### config.mk
export PLATFORM = sky130hd
export DESIGN_NAME = irs_ctrl
export DESIGN_NICKNAME = d
export VERILOG_FILES = /design/src/inc/irs_pkg.sv /design/src/hw/irs_ctrl.sv /design/src/hw/irs_sync.sv /design/src/hw/irs_rate_table.sv
export SDC_FILE = /design/constraint.sdc
export NUM_CORES = 1
export LEC_CHECK = 0
export BUFFER_PORTS_ARGS = -buffer_cell sky130_fd_sc_hd__buf_2
export CAP_MARGIN = 25
export CORE_ASPECT_RATIO = 0.75
export CORE_MARGIN = 2
export CORE_UTILIZATION = 40
export CTS_BUF_LIST = sky130_fd_sc_hd__clkbuf_2 sky130_fd_sc_hd__clkbuf_4 sky130_fd_sc_hd__clkbuf_8
export DETAILED_ROUTE_END_ITERATION = 12
export PLACE_DENSITY_LB_ADDON = 0.12
export SETUP_SLACK_MARGIN = 0.4
export SKIP_LAST_GASP = 1
export SLEW_MARGIN = 20
export SYNTH_ARGS = -nofsm -noshare
export SYNTH_HDL_FRONTEND = slang
export SYNTH_SLANG_ARGS = --single-unit
### constraint.sdc
create_clock -name pclk -period 3.5 [get_ports pclk]
set_clock_uncertainty 0.2 [all_clocks]
set_input_delay 0.525 -clock pclk [delete_from_list [all_inputs] [get_ports pclk]]
set_output_delay 0.525 -clock pclk [all_outputs]
set_load 0.01 [all_outputs]
### src/inc/irs_pkg.sv
// Purpose: constants shared by the serial bus rate and address block
// Assumes: apb register map, 200 MHz pclk
// Notes:   field positions are bit indices within a 32-bit word
// ----------------------------------------------------------------
// How it works
// - clock and data lines are two-way
// - keeps running and interrupting in wait state
// - light sleep idles controller, registers kept
// - deep sleep returns all registers to reset
// - own slave address sits in bits 7..1
// - scale field: 00=1, 01=2, 10=4, 11 reserved
// - select field picks divider and three holds
// - line clock = bus clock / (scale * divider)
// - data changes scale*data-hold after clock falls
// - start: clock falls scale*start-hold after data
// - stop: data rises scale*stop-hold after clock
// - sixty-four selectable divider settings
// - lost arbitration drops to slave, flags interrupt
// - general call and 10-bit addressing recognised
// ----------------------------------------------------------------
package irs_pkg;
  // register byte addresses
  localparam logic [7:0] OFS_OWN_ADDR = 8'h00;
  localparam logic [7:0] OFS_RATE_DIV = 8'h04;
  localparam logic [7:0] OFS_CONTROL  = 8'h08;
  localparam logic [7:0] OFS_COMMAND  = 8'h0C;
  localparam logic [7:0] OFS_STATUS   = 8'h10;
  localparam logic [7:0] OFS_MASK     = 8'h14;
  localparam logic [7:0] OFS_RX_DATA  = 8'h18;
  // reset values
  localparam logic [7:0] RST_OWN_ADDR = 8'h00;
  localparam logic [7:0] RST_RATE_DIV = 8'h00;
  localparam logic [2:0] RST_CONTROL  = 3'h0;
  localparam logic [4:0] RST_FLAGS    = 5'h00;
  // control bits
  localparam int CTL_ENABLE = 0;
  localparam int CTL_GCALL  = 1;
  localparam int CTL_EXT    = 2;
  // command bits, write only
  localparam int CMD_START  = 0;
  localparam int CMD_STOP   = 1;
  localparam int CMD_SEND   = 2;
  localparam int CMD_DATA   = 8;
  // sticky status bits, write one to clear
  localparam int ST_ARB     = 0;
  localparam int ST_ADDR    = 1;
  localparam int ST_GCALL   = 2;
  localparam int ST_DONE    = 3;
  localparam int ST_EXT     = 4;
  localparam int NUM_FLAGS  = 5;
  // live status bits
  localparam int ST_BUSY    = 8;
  localparam int ST_MASTER  = 9;
  localparam int ST_ACK     = 10;
  // rate divider layout
  localparam int DIV_SCALE_HI = 7;
  localparam int DIV_SCALE_LO = 6;
  localparam int DIV_SEL_HI   = 5;
  localparam logic [1:0] SCALE_X1 = 2'h0;
  localparam logic [1:0] SCALE_X2 = 2'h1;
  localparam logic [1:0] SCALE_X4 = 2'h2;
  // address patterns
  localparam logic [6:0] GCALL_ADDR = 7'h00;
  localparam logic [4:0] EXT_HEADER = 5'h1E;
  localparam logic [3:0] ACK_SLOT   = 4'h8;
  localparam logic [3:0] LAST_DATA  = 4'h7;
  // one-hot engine states
  typedef enum logic [6:0] {
    E_IDLE  = 7'h01,
    E_START = 7'h02,
    E_LOW   = 7'h04,
    E_HIGH  = 7'h08,
    E_PARK  = 7'h10,
    E_SLOW  = 7'h20,
    E_SHIGH = 7'h40
  } irs_state_e;
endpackage

### src/hw/irs_ctrl.sv
// Purpose: serial bus controller rate, hold timing and address setup
// Assumes: apb slave on pclk, low-power inputs from pclk logic
// Notes:   lines are open drain: oe high pulls the line low
//
// Design decisions made here: the APB register port and the placing of the registers.
`timescale 1ns/1ps
module irs_ctrl
  import irs_pkg::*;
(
  input  wire logic        pclk,
  input  wire logic        presetn,
  input  wire logic        psel,
  input  wire logic        penable,
  input  wire logic        pwrite,
  input  wire logic [7:0]  paddr,
  input  wire logic [31:0] pwdata,
  output logic      [31:0] prdata,
  output logic             pready,
  output logic             pslverr,
  input  wire logic        wait_state,
  input  wire logic        light_sleep_state,
  input  wire logic        deep_sleep_state,
  input  wire logic        port_c_line_zero_i,
  output logic             port_c_line_zero_o,
  output logic             port_c_line_zero_oe,
  input  wire logic        port_c_line_one_i,
  output logic             port_c_line_one_o,
  output logic             port_c_line_one_oe,
  output logic             irq
);
  // ----------------------------------------------------------------
  // declarations
  // ----------------------------------------------------------------
  logic [7:0]  own_address_register;
  logic [7:0]  rate_divider_register;
  logic [2:0]  control;
  logic [4:0]  flags;
  logic [4:0]  mask;
  logic [7:0]  rx_data;
  logic [11:0] tbl_div;
  logic [9:0]  tbl_dhold;
  logic [10:0] tbl_shold;
  logic [10:0] tbl_phold;
  logic [1:0]  pins_s;
  logic        scl_d;
  logic        sda_d;
  irs_state_e  state;
  logic [15:0] cnt;
  logic [3:0]  bit_idx;
  logic [7:0]  shreg;
  logic        scl_oe;
  logic        sda_oe;
  logic        master;
  logic        ack;
  logic        ev_done;
  logic        ev_arb;
  logic        busy;
  logic        mon_on;
  logic [3:0]  mon_cnt;
  logic [6:0]  mon_byte;
  logic        hdr_seen;
  logic        ev_addr;
  logic        ev_gcall;
  logic        ev_ext;

  // the wait state deliberately gates nothing here
  wire unused_wait = wait_state;

  // ----------------------------------------------------------------
  // bus decode
  // ----------------------------------------------------------------
  wire setup   = psel && !penable;
  wire wr_en   = psel && penable && pwrite;
  wire hit_own = (paddr == OFS_OWN_ADDR);
  wire hit_div = (paddr == OFS_RATE_DIV);
  wire hit_ctl = (paddr == OFS_CONTROL);
  wire hit_cmd = (paddr == OFS_COMMAND);
  wire hit_st  = (paddr == OFS_STATUS);
  wire hit_msk = (paddr == OFS_MASK);
  wire hit_rx  = (paddr == OFS_RX_DATA);
  wire mapped  = hit_own || hit_div || hit_ctl || hit_cmd || hit_st || hit_msk || hit_rx;
  wire cmd_wr  = wr_en && hit_cmd;

  // read mux; bit 0 of the address register always reads zero
  wire [31:0] rd_mux =
    hit_own ? {24'h0, own_address_register[7:1], 1'b0} :
    hit_div ? {24'h0, rate_divider_register} :
    hit_ctl ? {29'h0, control} :
    hit_st  ? {21'h0, ack, master, busy, 3'h0, flags} :
    hit_msk ? {27'h0, mask} :
    hit_rx  ? {24'h0, rx_data} : 32'h0;

  // zero wait states; bad addresses answer with an error
  assign pready  = 1'b1;
  assign pslverr = psel && penable && !mapped;

  // read data captured in the setup cycle, stable in access
  always_ff @(posedge pclk or negedge presetn) begin
    if (!presetn) begin
      prdata <= 32'h0;
    end else if (setup && !pwrite) begin
      prdata <= rd_mux;
    end
  end

  // ----------------------------------------------------------------
  // software registers
  // ----------------------------------------------------------------
  // light sleep leaves these alone; deep sleep entry clears them
  always_ff @(posedge pclk or negedge presetn) begin
    if (!presetn) begin
      own_address_register  <= RST_OWN_ADDR;
      rate_divider_register <= RST_RATE_DIV;
      control               <= RST_CONTROL;
      mask                  <= RST_FLAGS;
    end else if (deep_sleep_state) begin
      own_address_register  <= RST_OWN_ADDR;
      rate_divider_register <= RST_RATE_DIV;
      control               <= RST_CONTROL;
      mask                  <= RST_FLAGS;
    end else if (wr_en) begin
      if (hit_own) begin
        own_address_register <= {pwdata[7:1], 1'b0};
      end else if (hit_div) begin
        rate_divider_register <= pwdata[7:0];
      end else if (hit_ctl) begin
        control <= pwdata[2:0];
      end else if (hit_msk) begin
        mask <= pwdata[4:0];
      end
    end
  end

  // ----------------------------------------------------------------
  // interrupt flags
  // ----------------------------------------------------------------
  wire [4:0] ev_set = {ev_ext, ev_done, ev_gcall, ev_addr, ev_arb};
  wire [4:0] w1c    = (wr_en && hit_st) ? pwdata[4:0] : 5'h0;

  // a set in the clearing cycle wins so no event is lost
  always_ff @(posedge pclk or negedge presetn) begin
    if (!presetn) begin
      flags <= RST_FLAGS;
    end else if (deep_sleep_state) begin
      flags <= RST_FLAGS;
    end else begin
      flags <= (flags & ~w1c) | ev_set;
    end
  end

  // level output, usable as a wake-up while the core waits
  assign irq = |(flags & mask);

  // ----------------------------------------------------------------
  // rate lookup and scaling
  // ----------------------------------------------------------------
  irs_rate_table u_table (
    .pclk       (pclk),
    .presetn    (presetn),
    .sel        (rate_divider_register[DIV_SEL_HI:0]),
    .divider    (tbl_div),
    .data_hold  (tbl_dhold),
    .start_hold (tbl_shold),
    .stop_hold  (tbl_phold)
  );

  // reserved scale code falls back to a factor of one
  wire [1:0] scale = rate_divider_register[DIV_SCALE_HI:DIV_SCALE_LO];
  wire [1:0] shift = (scale == SCALE_X2) ? 2'd1 :
                     (scale == SCALE_X4) ? 2'd2 : 2'd0;

  // every hold is counted in pclk periods times the factor
  wire [15:0] half_t  = ({4'h0, tbl_div} << shift) >> 1;
  wire [15:0] dhold_t = {6'h0, tbl_dhold} << shift;
  wire [15:0] shold_t = {5'h0, tbl_shold} << shift;
  wire [15:0] phold_t = {5'h0, tbl_phold} << shift;
  wire [15:0] cnt_inc = cnt + 16'h1;

  // ----------------------------------------------------------------
  // pins
  // ----------------------------------------------------------------
  irs_sync #(.W(2)) u_sync (
    .pclk    (pclk),
    .presetn (presetn),
    .d       ({port_c_line_one_i, port_c_line_zero_i}),
    .q       (pins_s)
  );

  wire scl_s = pins_s[0];
  wire sda_s = pins_s[1];

  // open drain: only a low level is ever driven
  assign port_c_line_zero_o  = 1'b0;
  assign port_c_line_one_o   = 1'b0;
  assign port_c_line_zero_oe = scl_oe;
  assign port_c_line_one_oe  = sda_oe;

  // ----------------------------------------------------------------
  // master engine
  // ----------------------------------------------------------------
  wire active   = control[CTL_ENABLE] && !light_sleep_state;
  wire do_start = cmd_wr && pwdata[CMD_START];
  wire do_stop  = cmd_wr && pwdata[CMD_STOP];
  wire do_send  = cmd_wr && pwdata[CMD_SEND];
  // lost when we leave the line high but someone holds it low
  wire arb_hit  = !sda_oe && !sda_s && (bit_idx != ACK_SLOT) && cnt == 16'h0;

  // one process so pin enables and counters stay in step
  always_ff @(posedge pclk or negedge presetn) begin
    if (!presetn) begin
      state   <= E_IDLE;
      cnt     <= 16'h0;
      bit_idx <= 4'h0;
      shreg   <= 8'h00;
      scl_oe  <= 1'b0;
      sda_oe  <= 1'b0;
      master  <= 1'b0;
      ack     <= 1'b0;
      ev_done <= 1'b0;
      ev_arb  <= 1'b0;
    end else if (!active || deep_sleep_state) begin
      state   <= E_IDLE; // inactive: release both lines
      cnt     <= 16'h0;
      scl_oe  <= 1'b0;
      sda_oe  <= 1'b0;
      master  <= 1'b0;
      ev_done <= 1'b0;
      ev_arb  <= 1'b0;
      if (deep_sleep_state) ack <= 1'b0;
    end else begin
      ev_done <= 1'b0;
      ev_arb  <= 1'b0;
      case (state)
        E_IDLE: begin
          cnt <= 16'h0;
          if (do_start && !busy) begin
            sda_oe <= 1'b1; // data falls while clock is high
            master <= 1'b1;
            state  <= E_START;
          end
        end
        E_START: begin
          cnt <= cnt_inc;
          if (cnt_inc >= shold_t) begin
            scl_oe  <= 1'b1;
            cnt     <= 16'h0;
            ev_done <= 1'b1;
            state   <= E_PARK;
          end
        end
        E_PARK: begin
          cnt <= 16'h0;
          if (do_send) begin
            shreg   <= pwdata[CMD_DATA +: 8];
            bit_idx <= 4'h0;
            state   <= E_LOW;
          end else if (do_stop) begin
            state <= E_SLOW;
          end
        end
        E_LOW: begin
          cnt <= cnt_inc;
          if (cnt == dhold_t) begin
            sda_oe <= (bit_idx == ACK_SLOT) ? 1'b0 : !shreg[7];
          end
          if (cnt_inc >= half_t) begin
            scl_oe <= 1'b0;
            cnt    <= 16'h0;
            state  <= E_HIGH;
          end
        end
        E_HIGH: begin
          // counting waits for the line to rise, so stretching works
          if (scl_s) begin
            cnt <= cnt_inc;
            if (arb_hit) begin
              master <= 1'b0;
              ev_arb <= 1'b1;
              state  <= E_IDLE;
            end else if (cnt_inc >= half_t) begin
              scl_oe <= 1'b1;
              cnt    <= 16'h0;
              if (bit_idx == ACK_SLOT) begin
                ev_done <= 1'b1;
                state   <= E_PARK;
              end else begin
                bit_idx <= bit_idx + 4'h1;
                shreg   <= {shreg[6:0], 1'b0};
                state   <= E_LOW;
              end
            end
            if (cnt == 16'h0 && bit_idx == ACK_SLOT) begin
              ack <= !sda_s;
            end
          end
        end
        E_SLOW: begin
          cnt <= cnt_inc;
          if (cnt == dhold_t) begin
            sda_oe <= 1'b1;
          end
          if (cnt_inc >= half_t) begin
            scl_oe <= 1'b0;
            cnt    <= 16'h0;
            state  <= E_SHIGH;
          end
        end
        E_SHIGH: begin
          if (scl_s) begin
            cnt <= cnt_inc;
            if (cnt_inc >= phold_t) begin
              sda_oe  <= 1'b0;
              master  <= 1'b0;
              ev_done <= 1'b1;
              state   <= E_IDLE;
            end
          end
        end
        default: begin
          state <= E_IDLE;
        end
      endcase
    end
  end

  // ----------------------------------------------------------------
  // bus monitor and address recognition
  // ----------------------------------------------------------------
  wire start_det = scl_s && scl_d && sda_d && !sda_s;
  wire stop_det  = scl_s && scl_d && !sda_d && sda_s;
  wire scl_rise  = scl_s && !scl_d;
  wire [7:0] byte_now = {mon_byte, sda_s};
  wire last_bit  = mon_on && scl_rise && (mon_cnt == LAST_DATA);
  wire is_hdr    = control[CTL_EXT] && (byte_now[7:3] == EXT_HEADER);
  // second byte carries the low seven address bits, top bit zero
  wire ext_match = hdr_seen && !byte_now[7] && (byte_now[6:0] == own_address_register[7:1]);
  wire own_match = !hdr_seen && (byte_now[7:1] == own_address_register[7:1]);
  wire gc_match  = !hdr_seen && control[CTL_GCALL] && (byte_now[7:1] == GCALL_ADDR);

  // monitor runs on every frame; own frames are not matched
  always_ff @(posedge pclk or negedge presetn) begin
    if (!presetn) begin
      scl_d    <= 1'b1;
      sda_d    <= 1'b1;
      busy     <= 1'b0;
      mon_on   <= 1'b0;
      mon_cnt  <= 4'h0;
      mon_byte <= 7'h00;
      hdr_seen <= 1'b0;
      rx_data  <= 8'h00;
      ev_addr  <= 1'b0;
      ev_gcall <= 1'b0;
      ev_ext   <= 1'b0;
    end else if (!active || deep_sleep_state) begin
      scl_d    <= scl_s;
      sda_d    <= sda_s;
      busy     <= 1'b0;
      mon_on   <= 1'b0;
      hdr_seen <= 1'b0;
      ev_addr  <= 1'b0;
      ev_gcall <= 1'b0;
      ev_ext   <= 1'b0;
      if (deep_sleep_state) begin
        rx_data <= 8'h00;
      end
    end else begin
      scl_d    <= scl_s;
      sda_d    <= sda_s;
      ev_addr  <= 1'b0;
      ev_gcall <= 1'b0;
      ev_ext   <= 1'b0;
      if (start_det) begin
        busy     <= 1'b1;
        mon_on   <= !master;
        mon_cnt  <= 4'h0;
        hdr_seen <= 1'b0;
      end else if (stop_det) begin
        busy   <= 1'b0;
        mon_on <= 1'b0;
      end else if (mon_on && scl_rise) begin
        mon_byte <= byte_now[6:0];
        mon_cnt  <= mon_cnt + 4'h1;
        if (mon_cnt == ACK_SLOT) begin
          mon_cnt <= 4'h0;
          mon_on  <= hdr_seen; // only a 10-bit header wants a second byte
        end
        if (last_bit) begin
          rx_data <= byte_now;
          if (is_hdr && !hdr_seen) begin
            hdr_seen <= 1'b1;
            ev_ext   <= 1'b1;
          end else begin
            hdr_seen <= 1'b0;
            ev_addr  <= own_match || ext_match;
            ev_gcall <= gc_match;
          end
        end
      end
    end
  end
endmodule

### src/hw/irs_sync.sv
// Purpose: two-flop synchroniser for pin inputs
// Assumes: inputs are asynchronous to pclk
// Notes:   first stage feeds only the second stage
`timescale 1ns/1ps
module irs_sync #(
  parameter int W = 2
) (
  input  wire logic         pclk,
  input  wire logic         presetn,
  input  wire logic [W-1:0] d,
  output logic      [W-1:0] q
);
  logic [W-1:0] meta;

  // ----------------------------------------------------------------
  // per-bit stages, reset to the released (high) line level
  // ----------------------------------------------------------------
  for (genvar i = 0; i < W; i++) begin : g_bit
    always_ff @(posedge pclk or negedge presetn) begin
      if (!presetn) begin
        meta[i] <= 1'b1;
        q[i]    <= 1'b1;
      end else begin
        meta[i] <= d[i];
        q[i]    <= meta[i];
      end
    end
  end
endmodule

### src/hw/irs_rate_table.sv
// Purpose: fixed lookup of line divider and hold values
// Assumes: select is stable for a cycle before use
// Notes:   outputs are registered, one cycle behind select
`timescale 1ns/1ps
module irs_rate_table (
  input  wire logic        pclk,
  input  wire logic        presetn,
  input  wire logic [5:0]  sel,
  output logic      [11:0] divider,
  output logic      [9:0]  data_hold,
  output logic      [10:0] start_hold,
  output logic      [10:0] stop_hold
);
  // 64 entries in select order, eight per line
  localparam logic [11:0] DIV [64] = '{
    12'd20, 12'd22, 12'd24, 12'd26, 12'd28, 12'd30, 12'd34, 12'd40,
    12'd28, 12'd32, 12'd36, 12'd40, 12'd44, 12'd48, 12'd56, 12'd68,
    12'd48, 12'd56, 12'd64, 12'd72, 12'd80, 12'd88, 12'd104, 12'd128,
    12'd80, 12'd96, 12'd112, 12'd128, 12'd144, 12'd160, 12'd192, 12'd240,
    12'd160, 12'd192, 12'd224, 12'd256, 12'd288, 12'd320, 12'd384, 12'd480,
    12'd320, 12'd384, 12'd448, 12'd512, 12'd576, 12'd640, 12'd768, 12'd960,
    12'd640, 12'd768, 12'd896, 12'd1024, 12'd1152, 12'd1280, 12'd1536, 12'd1920,
    12'd1280, 12'd1536, 12'd1792, 12'd2048, 12'd2304, 12'd2560, 12'd3072, 12'd3840};
  localparam logic [9:0] DHOLD [64] = '{
    10'd7, 10'd7, 10'd8, 10'd8, 10'd9, 10'd9, 10'd10, 10'd10,
    10'd7, 10'd7, 10'd9, 10'd9, 10'd11, 10'd11, 10'd13, 10'd13,
    10'd9, 10'd9, 10'd13, 10'd13, 10'd17, 10'd17, 10'd21, 10'd21,
    10'd9, 10'd9, 10'd17, 10'd17, 10'd25, 10'd25, 10'd33, 10'd33,
    10'd17, 10'd17, 10'd33, 10'd33, 10'd49, 10'd49, 10'd65, 10'd65,
    10'd33, 10'd33, 10'd65, 10'd65, 10'd97, 10'd97, 10'd129, 10'd129,
    10'd65, 10'd65, 10'd129, 10'd129, 10'd193, 10'd193, 10'd257, 10'd257,
    10'd129, 10'd129, 10'd257, 10'd257, 10'd385, 10'd385, 10'd513, 10'd513};
  localparam logic [10:0] SHOLD [64] = '{
    11'd6, 11'd7, 11'd8, 11'd9, 11'd10, 11'd11, 11'd13, 11'd16,
    11'd10, 11'd12, 11'd14, 11'd16, 11'd18, 11'd20, 11'd24, 11'd30,
    11'd18, 11'd22, 11'd26, 11'd30, 11'd34, 11'd38, 11'd46, 11'd58,
    11'd38, 11'd46, 11'd54, 11'd62, 11'd70, 11'd78, 11'd94, 11'd118,
    11'd78, 11'd94, 11'd110, 11'd126, 11'd142, 11'd158, 11'd190, 11'd238,
    11'd158, 11'd190, 11'd222, 11'd254, 11'd286, 11'd318, 11'd382, 11'd478,
    11'd318, 11'd382, 11'd446, 11'd510, 11'd574, 11'd638, 11'd766, 11'd958,
    11'd638, 11'd766, 11'd894, 11'd1022, 11'd1150, 11'd1278, 11'd1534, 11'd1918};
  localparam logic [10:0] PHOLD [64] = '{
    11'd11, 11'd12, 11'd13, 11'd14, 11'd15, 11'd16, 11'd18, 11'd21,
    11'd15, 11'd17, 11'd19, 11'd21, 11'd23, 11'd25, 11'd29, 11'd35,
    11'd25, 11'd29, 11'd33, 11'd37, 11'd41, 11'd45, 11'd53, 11'd65,
    11'd41, 11'd49, 11'd57, 11'd65, 11'd73, 11'd81, 11'd97, 11'd121,
    11'd81, 11'd97, 11'd113, 11'd129, 11'd145, 11'd161, 11'd193, 11'd241,
    11'd161, 11'd193, 11'd225, 11'd257, 11'd289, 11'd321, 11'd385, 11'd481,
    11'd321, 11'd385, 11'd449, 11'd513, 11'd577, 11'd641, 11'd769, 11'd961,
    11'd641, 11'd769, 11'd897, 11'd1025, 11'd1153, 11'd1281, 11'd1537, 11'd1921};

  // ----------------------------------------------------------------
  // registered lookup, a constant table rather than arithmetic
  // ----------------------------------------------------------------
  always_ff @(posedge pclk or negedge presetn) begin
    if (!presetn) begin
      divider    <= 12'd20;
      data_hold  <= 10'd7;
      start_hold <= 11'd6;
      stop_hold  <= 11'd11;
    end else begin
      divider    <= DIV[sel];
      data_hold  <= DHOLD[sel];
      start_hold <= SHOLD[sel];
      stop_hold  <= PHOLD[sel];
    end
  end
endmodule

== After elaboration in Yosys (flattened, before gate mapping) ==
Memory sizes are Yosys's and may differ from the RTL's. A register that Yosys moved wholly into a read port is not among the register bits.
Cells that the tools add are included.
Storage, ports and cells
  register bits: 133
  bits in read-only memories: 2816
  bits of input ports: 50
  output and inout bits: 39
  word-level logic and storage cells: 343
  memories: 4
Memories
  (name not given): depth 64, bits a word 12, rd ports 1, clocked after memory_dff 1, write ports 0, RTL line irs_rate_table.sv:62  | divider <= DIV[sel];
  (name not given): depth 64, bits a word 11, rd ports 1, clocked after memory_dff 1, write ports 0, RTL line irs_rate_table.sv:65  | stop_hold <= PHOLD[sel];
  (name not given): depth 64, bits a word 11, rd ports 1, clocked after memory_dff 1, write ports 0, RTL line irs_rate_table.sv:64  | start_hold <= SHOLD[sel];
  (name not given): depth 64, bits a word 10, rd ports 1, clocked after memory_dff 1, write ports 0, RTL line irs_rate_table.sv:63  | data_hold <= DHOLD[sel];
Cells by class
  add/subtract/negate cells: 3
  $lt $le $gt $ge: 3
  eq/ne operators: 51
  shifts and indexed selects: 4
  multiplexer cells: 139
  bitwise logic cells: 8
  reduce and logical (&&, ||, !) cells: 100
Operators by type and width (count)
  2-to-1 mux 8 bit: 20
  2-to-1 mux 16 bit: 6
  2-to-1 mux 7 bit: 12
  one-hot mux 16 bit (5 select lines): 1
  2-to-1 mux 1 bit: 64
  one-hot mux 7 bit (7 select lines): 1
  2-to-1 mux 5 bit: 9
  2-to-1 mux 11 bit: 4
  2-to-1 mux 4 bit: 9
  >= comparator 16 bit: 2
  left shift 11 x 2 -> 16 bit: 2
  logical AND 1 bit: 31
  inequality test 3 bit (second input constant): 10
  == test 8 x 5 -> 1 bit (second input constant): 3
  nonzero test 2 bit: 12
  zero test 1 bit: 18
  inequality test 2 bit (second input constant): 9
  AND reduction 6 bit: 3
  adder 16 x 1 -> 16 bit (second input constant): 1
  == test 16 bit: 1
  == test 8 x 4 -> 1 bit (second input constant): 2
  >= comparator 16 x 15 -> 1 bit: 1
  zero test 16 bit: 1
  one-hot mux 8 bit (2 select lines): 1
  other kinds (46): 85

== Depth between registers and ports, before layout ==
  depth in word-level cells: 10
  mapped depth: 17

== Cells and area by module ==
A second synthesis with hierarchy kept.
Unflattened totals
  cell total of the unflattened synthesis: 1188
  area total of the unflattened synthesis: 10423.7 µm²
Modules (own cells, without submodules)
  irs_ctrl: instances 1, cells each 960, area an instance 8219.1 µm², sequential area each 2681.3 µm²
  irs_rate_table: instances 1, cells each 224, area an instance 2099.5 µm², sequential area each 913.4 µm²
  irs_sync: instances 1, cells each 4, area an instance 105.1 µm², sequential area each 105.1 µm²

== Least setup slack after synthesis ==
OpenSTA, ideal clock, no wires.
  kind: reg2reg
  from: reg rate_divider_register[7]
  to: reg state[3]
  arrival time: 3.077 ns
  required time: 3.221 ns
  setup slack: 0.144 ns
  cell stages (with the launch flop): 15
  path buffers: 2
  path through: dfrtp_1 > clkbuf_1 > nor2b_1 > clkbuf_1 > nor2_1 > and2_1 > ha_1 > nand2b_1 > a2111o_1 > a221oi_1 > o31ai_1 > o21ai_1 > a21oi_1 > o21ai_1 > o2bb2ai_1
On the way
  longest elaborated chain between the ends: 7
RTL lines
  start: declaration: RTL line irs_ctrl.sv:35  | logic [7:0] rate_divider_register;
  start signal: assignment: RTL line irs_ctrl.sv:125  | rate_divider_register <= pwdata[7:0];
  == test 2 bit: RTL line irs_ctrl.sv:170  | (scale == SCALE_X4) ? 2'd2 : 2'd0;
  2-to-1 mux 2 bit: RTL line irs_ctrl.sv:170
  2-to-1 mux 2 bit *: RTL line irs_ctrl.sv:169  | wire [1:0] shift = (scale == SCALE_X2) ? 2'd1 :
  left shift 12 x 2 -> 16 bit (tied with other cells): RTL line irs_ctrl.sv:173  | wire [15:0] half_t = ({4'h0, tbl_div} << shift) >> 1;
  >= comparator 16 x 15 -> 1 bit (tied with other cells): RTL line irs_ctrl.sv:266, irs_ctrl.sv:280, irs_ctrl.sv:302
  inequality test 4 bit (no source line) or inequality test 3 bit (tied branches)
  AND reduction 9 bit (no source line) *
  end signal: assignment: RTL line irs_ctrl.sv:269  | state <= E_HIGH;
  end signal: assignment: RTL line irs_ctrl.sv:279  | state <= E_IDLE;
  end signal: assignment: RTL line irs_ctrl.sv:305  | state <= E_SHIGH;
  end: declaration: RTL line irs_ctrl.sv:47  | irs_state_e state;
Every way passes the cells marked *; elsewhere a longest branch is shown, timed or not.
A chain may end at the register's enable or synchronous reset.

== Worst setup path after layout ==
  from: reg rate_divider_register[7]
  to: reg bit_idx[3]
On the way
  longest elaborated chain between the ends: 7
RTL lines
  == test 2 bit: RTL line irs_ctrl.sv:170
  2-to-1 mux 2 bit: RTL line irs_ctrl.sv:170
  2-to-1 mux 2 bit *: RTL line irs_ctrl.sv:169
  left shift 12 x 2 -> 16 bit *: RTL line irs_ctrl.sv:173
  >= comparator 16 x 15 -> 1 bit *: RTL line irs_ctrl.sv:280  | end else if (cnt_inc >= half_t) begin
  inequality test 2 bit (no source line) *
  AND reduction 7 bit (no source line) *
  end signal: assignment: RTL line irs_ctrl.sv:287  | bit_idx <= bit_idx + 4'h1;
  end: declaration: RTL line irs_ctrl.sv:49  | logic [3:0] bit_idx;
Marks and branches as above.

==> results.json <==
{
  "status": "complete, no violations",
  "antenna_found_initial": 0,
  "final_cell_mix": "121 x dfrtp_1, 101 x nand2_1, 85 x nor2_1, 66 x buf_4, 51 x a21oi_1",
  "startpoint_type": "register",
  "setup_tns_ns": 0,
  "synthAdderAreaFrac_pct": 6.26,
  "overflow": 0,
  "drive_above_1_share_pct": 28.2,
  "ctsRootBufferMaster": "clkbuf_8",
  "synth_compound_area_share_pct": 20.7,
  "totalWireLength_um": 28200,
  "cts_tree": "yes",
  "wl_met3_um": 1360,
  "clk_latency_ns": 0.47,
  "vias_per_cell": 5.57,
  "grtUsageTotal_pct": 22.3,
  "diodes": 0,
  "postSynth.asyncResetShare_pct": 100,
  "maxCapViolCount": 0,
  "remaining_drc_errors": 0,
  "area_growth_pct": 24.0,
  "synth_cell_type_count": 77,
  "start_util_pct": 40.3,
  "die-area_um2": 25200,
  "synthMuxAreaShare_pct": 3.84,
  "hold_path_class": "in -> reg",
  "grt_max_degree": 88,
  "relSlewSlack_pct": 39.3,
  "wl_met1_um": 14900,
  "htree_num_levels": 4,
  "grt_pass1_vias": 7739,
  "ir_drop_mv": 0.221,
  "worst_pin_slew_ns": 0.907,
  "wl_met2_um": 11600,
  "yosysTopAreaCellShare_pct": 33.9,
  "synth_top_family_by_area": "simple AND/OR/NAND/NOR gates",
  "ys_warn_count": 0,
  "clkTransAtPathRegs_ns": 0.09,
  "fillers": 2244,
  "cts_inserted_buffers": 17,
  "finalSetupViolCount": 0,
  "netlist_top_cells_area": "dfrtp_1 34%, ha_1 6.3%, dfstp_2 4.7%, nand2_1 4.1%, a21oi_1 3.8%",
  "fin_total_pwr_mw": 3.24,
  "hold_violations": 0,
  "numPortBuffers": 47,
  "final_nets": 1282,
  "regArea_um2": 3710,
  "routedWlPerCell_um": 18.7,
  "top_layer": "met4",
  "synth_area_um2": 9590,
  "dp_hpwl_um": 19500,
  "ys.flop_type": "dfrtp_1",
  "drtIter0Drc": 746,
  "final_common_cell": "dfrtp_1",
  "row_count": 49,
  "cellPowerDensity_nw_per_um2": 273,
  "leakagePower_nw": 5.24,
  "final_antenna_net_count": 0,
  "required_ns": 3.71,
  "path_class": "reg -> reg",
  "synth-edff-count": 0,
  "timing.fmax_mhz": 299,
  "fp.coreArea_um2": 23800,
  "gp_congestion": 0.858,
  "drt_pass1_iterations": 5,
  "crit_path_max_fanout": 7,
  "final_max_slew_viol_count": 0,
  "syn_area_per_cell_um2": 8.82,
  "die_w_um": 183,
  "clock_sinks": 147,
  "clockBufferDepth": 2,
  "rsz0062_at_grt": "yes",
  "pin_count": 89,
  "grt_pass1_wl_um": 44100,
  "ys_seq_area_share_pct": 38.6,
  "period_needed_ns": 3.35,
  "synth_xor_area_share_pct": 3.47,
  "yosys.area_share.simple_pct": 21.1,
  "multi_input_area_um2": 6050,
  "cp-end-kind": "register",
  "ys_seq_elements": 147,
  "synth_cells": 1087,
  "synth_top_area_cell": "dfrtp_1",
  "num_vias": 8366,
  "die_h_um": 138,
  "min_period_over_period_pct": 95.7,
  "cp_data_arrival_time_ns": 3.56
}
## flip-flops by register name, summed over array words and instances (netlist names), 7 cells and up
register,cells
own_address_register,7
cnt,16
u_table.start_hold,11
state,7
u_table.data_hold,10
rate_divider_register,8
prdata,11
shreg,8
u_table.stop_hold,11
rx_data,8
mon_byte,7
## through the flow
stage          hold slack [ns]  std cells  utilization (%)  instance area, µm²  worst slack, ns
6_report                0.0885       1503             50.0               11900            0.151
2_1_floorplan           0.0294       1111                -                9700            0.404
4_1_cts                 0.0545       1490             48.1               11400            0.239
3_3_place_gp             0.147       1423             43.1               10300            0.100
3_5_place_dp             0.147       1424             43.2               10300            0.111
5_1_grt                 0.0992       1503             50.0               11900           0.0438
## synth_stat cells, types with 13 or more instances
cell	n
nor3_1	20
xnor2_1	22
a22o_1	21
a22oi_1	13
clkbuf_1	46
a21oi_1	72
nor2_1	95
dfstp_2	17
buf_4	26
nor2b_1	19
nand3_1	37
o21ai_0	63
inv_1	32
o211ai_1	22
dfrtp_1	130
mux2i_1	21
nand2_1	104
o22ai_1	14
nand2b_1	32
xor2_1	16
mux2_2	14
ha_1	48
## worst paths after layout
| path | slack (ns) | from | to | cells after the start |
|---|---|---|---|---|
| setup / recovery | 0.15 | rate_divider_register[7] | bit_idx[3] | 12 |
| hold / removal | 0.09 | pwdata[8] | shreg[0] | 3 |
| setup reg to reg | 0.15 | rate_divider_register[7] | bit_idx[3] | 12 |
| hold reg to reg | 0.16 | u_sync.meta[0] | u_sync.q[0] | 0 |
| max in group asynchronous | 1.83 | presetn | flags[2] | 3 |
| min in group asynchronous | 0.49 | presetn | cnt[3] | 2 |
## routing by layer
layer | track usage [%] | vias up
met5 | 0 | -
met4 | 5.39 | 0
met3 | 4.06 | 25
met2 | 30.3 | 222
met1 | 35.9 | 4029
li1 | - | 4090
## logic make-up after synthesis
family / count (synthesis)
compound gates: 303
other cells: 2
fa+ha+maj: 48
buf+inv: 124
xor+xnor: 38
flops: 147
simple gates: 390
mux: 35
## area by class of cell
type | instances | share of cell area [%]
flip-flops and latches | 147 | 31.2
clock buffers | 17 | 1.97
clock inverters | 15 | 1.38
multi-input cells | 841 | 50.9
repair buffers | 140 | 10.1
repair inverters | 1 | 0.0631
inverters | 36 | 1.17
well taps | 306 | 3.22
## critical path, cell delays in order (launching register included)
cell	delay, ns
dfrtp_2	0.50
buf_12	0.16
buf_16	0.13
nor2b_4	0.12
o31a_1	0.30
ha_1	0.32
o21a_1	0.12
o211ai_1	0.10
o21ai_2	0.24
a21oi_4	0.11
or3_4	0.43
or4_4	0.49
nand3_2	0.07
## where the power goes
part	total, mW	internal, mW	switching, mW
Clock	1.37	0.596	0.775
Combinational	0.151	0.0457	0.105
Sequential	1.72	1.71	0.0120
## timing repair
action | 4_1_cts | 5_1_grt
cloned | 7 | 1
hold endpoints to repair | 74 | 0
setup endpoints to repair | 39 | 39
gates resized for setup | 93 | 73
hold buffers | 3 | 0
pin swaps | 36 | 51
setup buffers | 24 | 12
No activity file was read; power rests on OpenSTA's default activity.
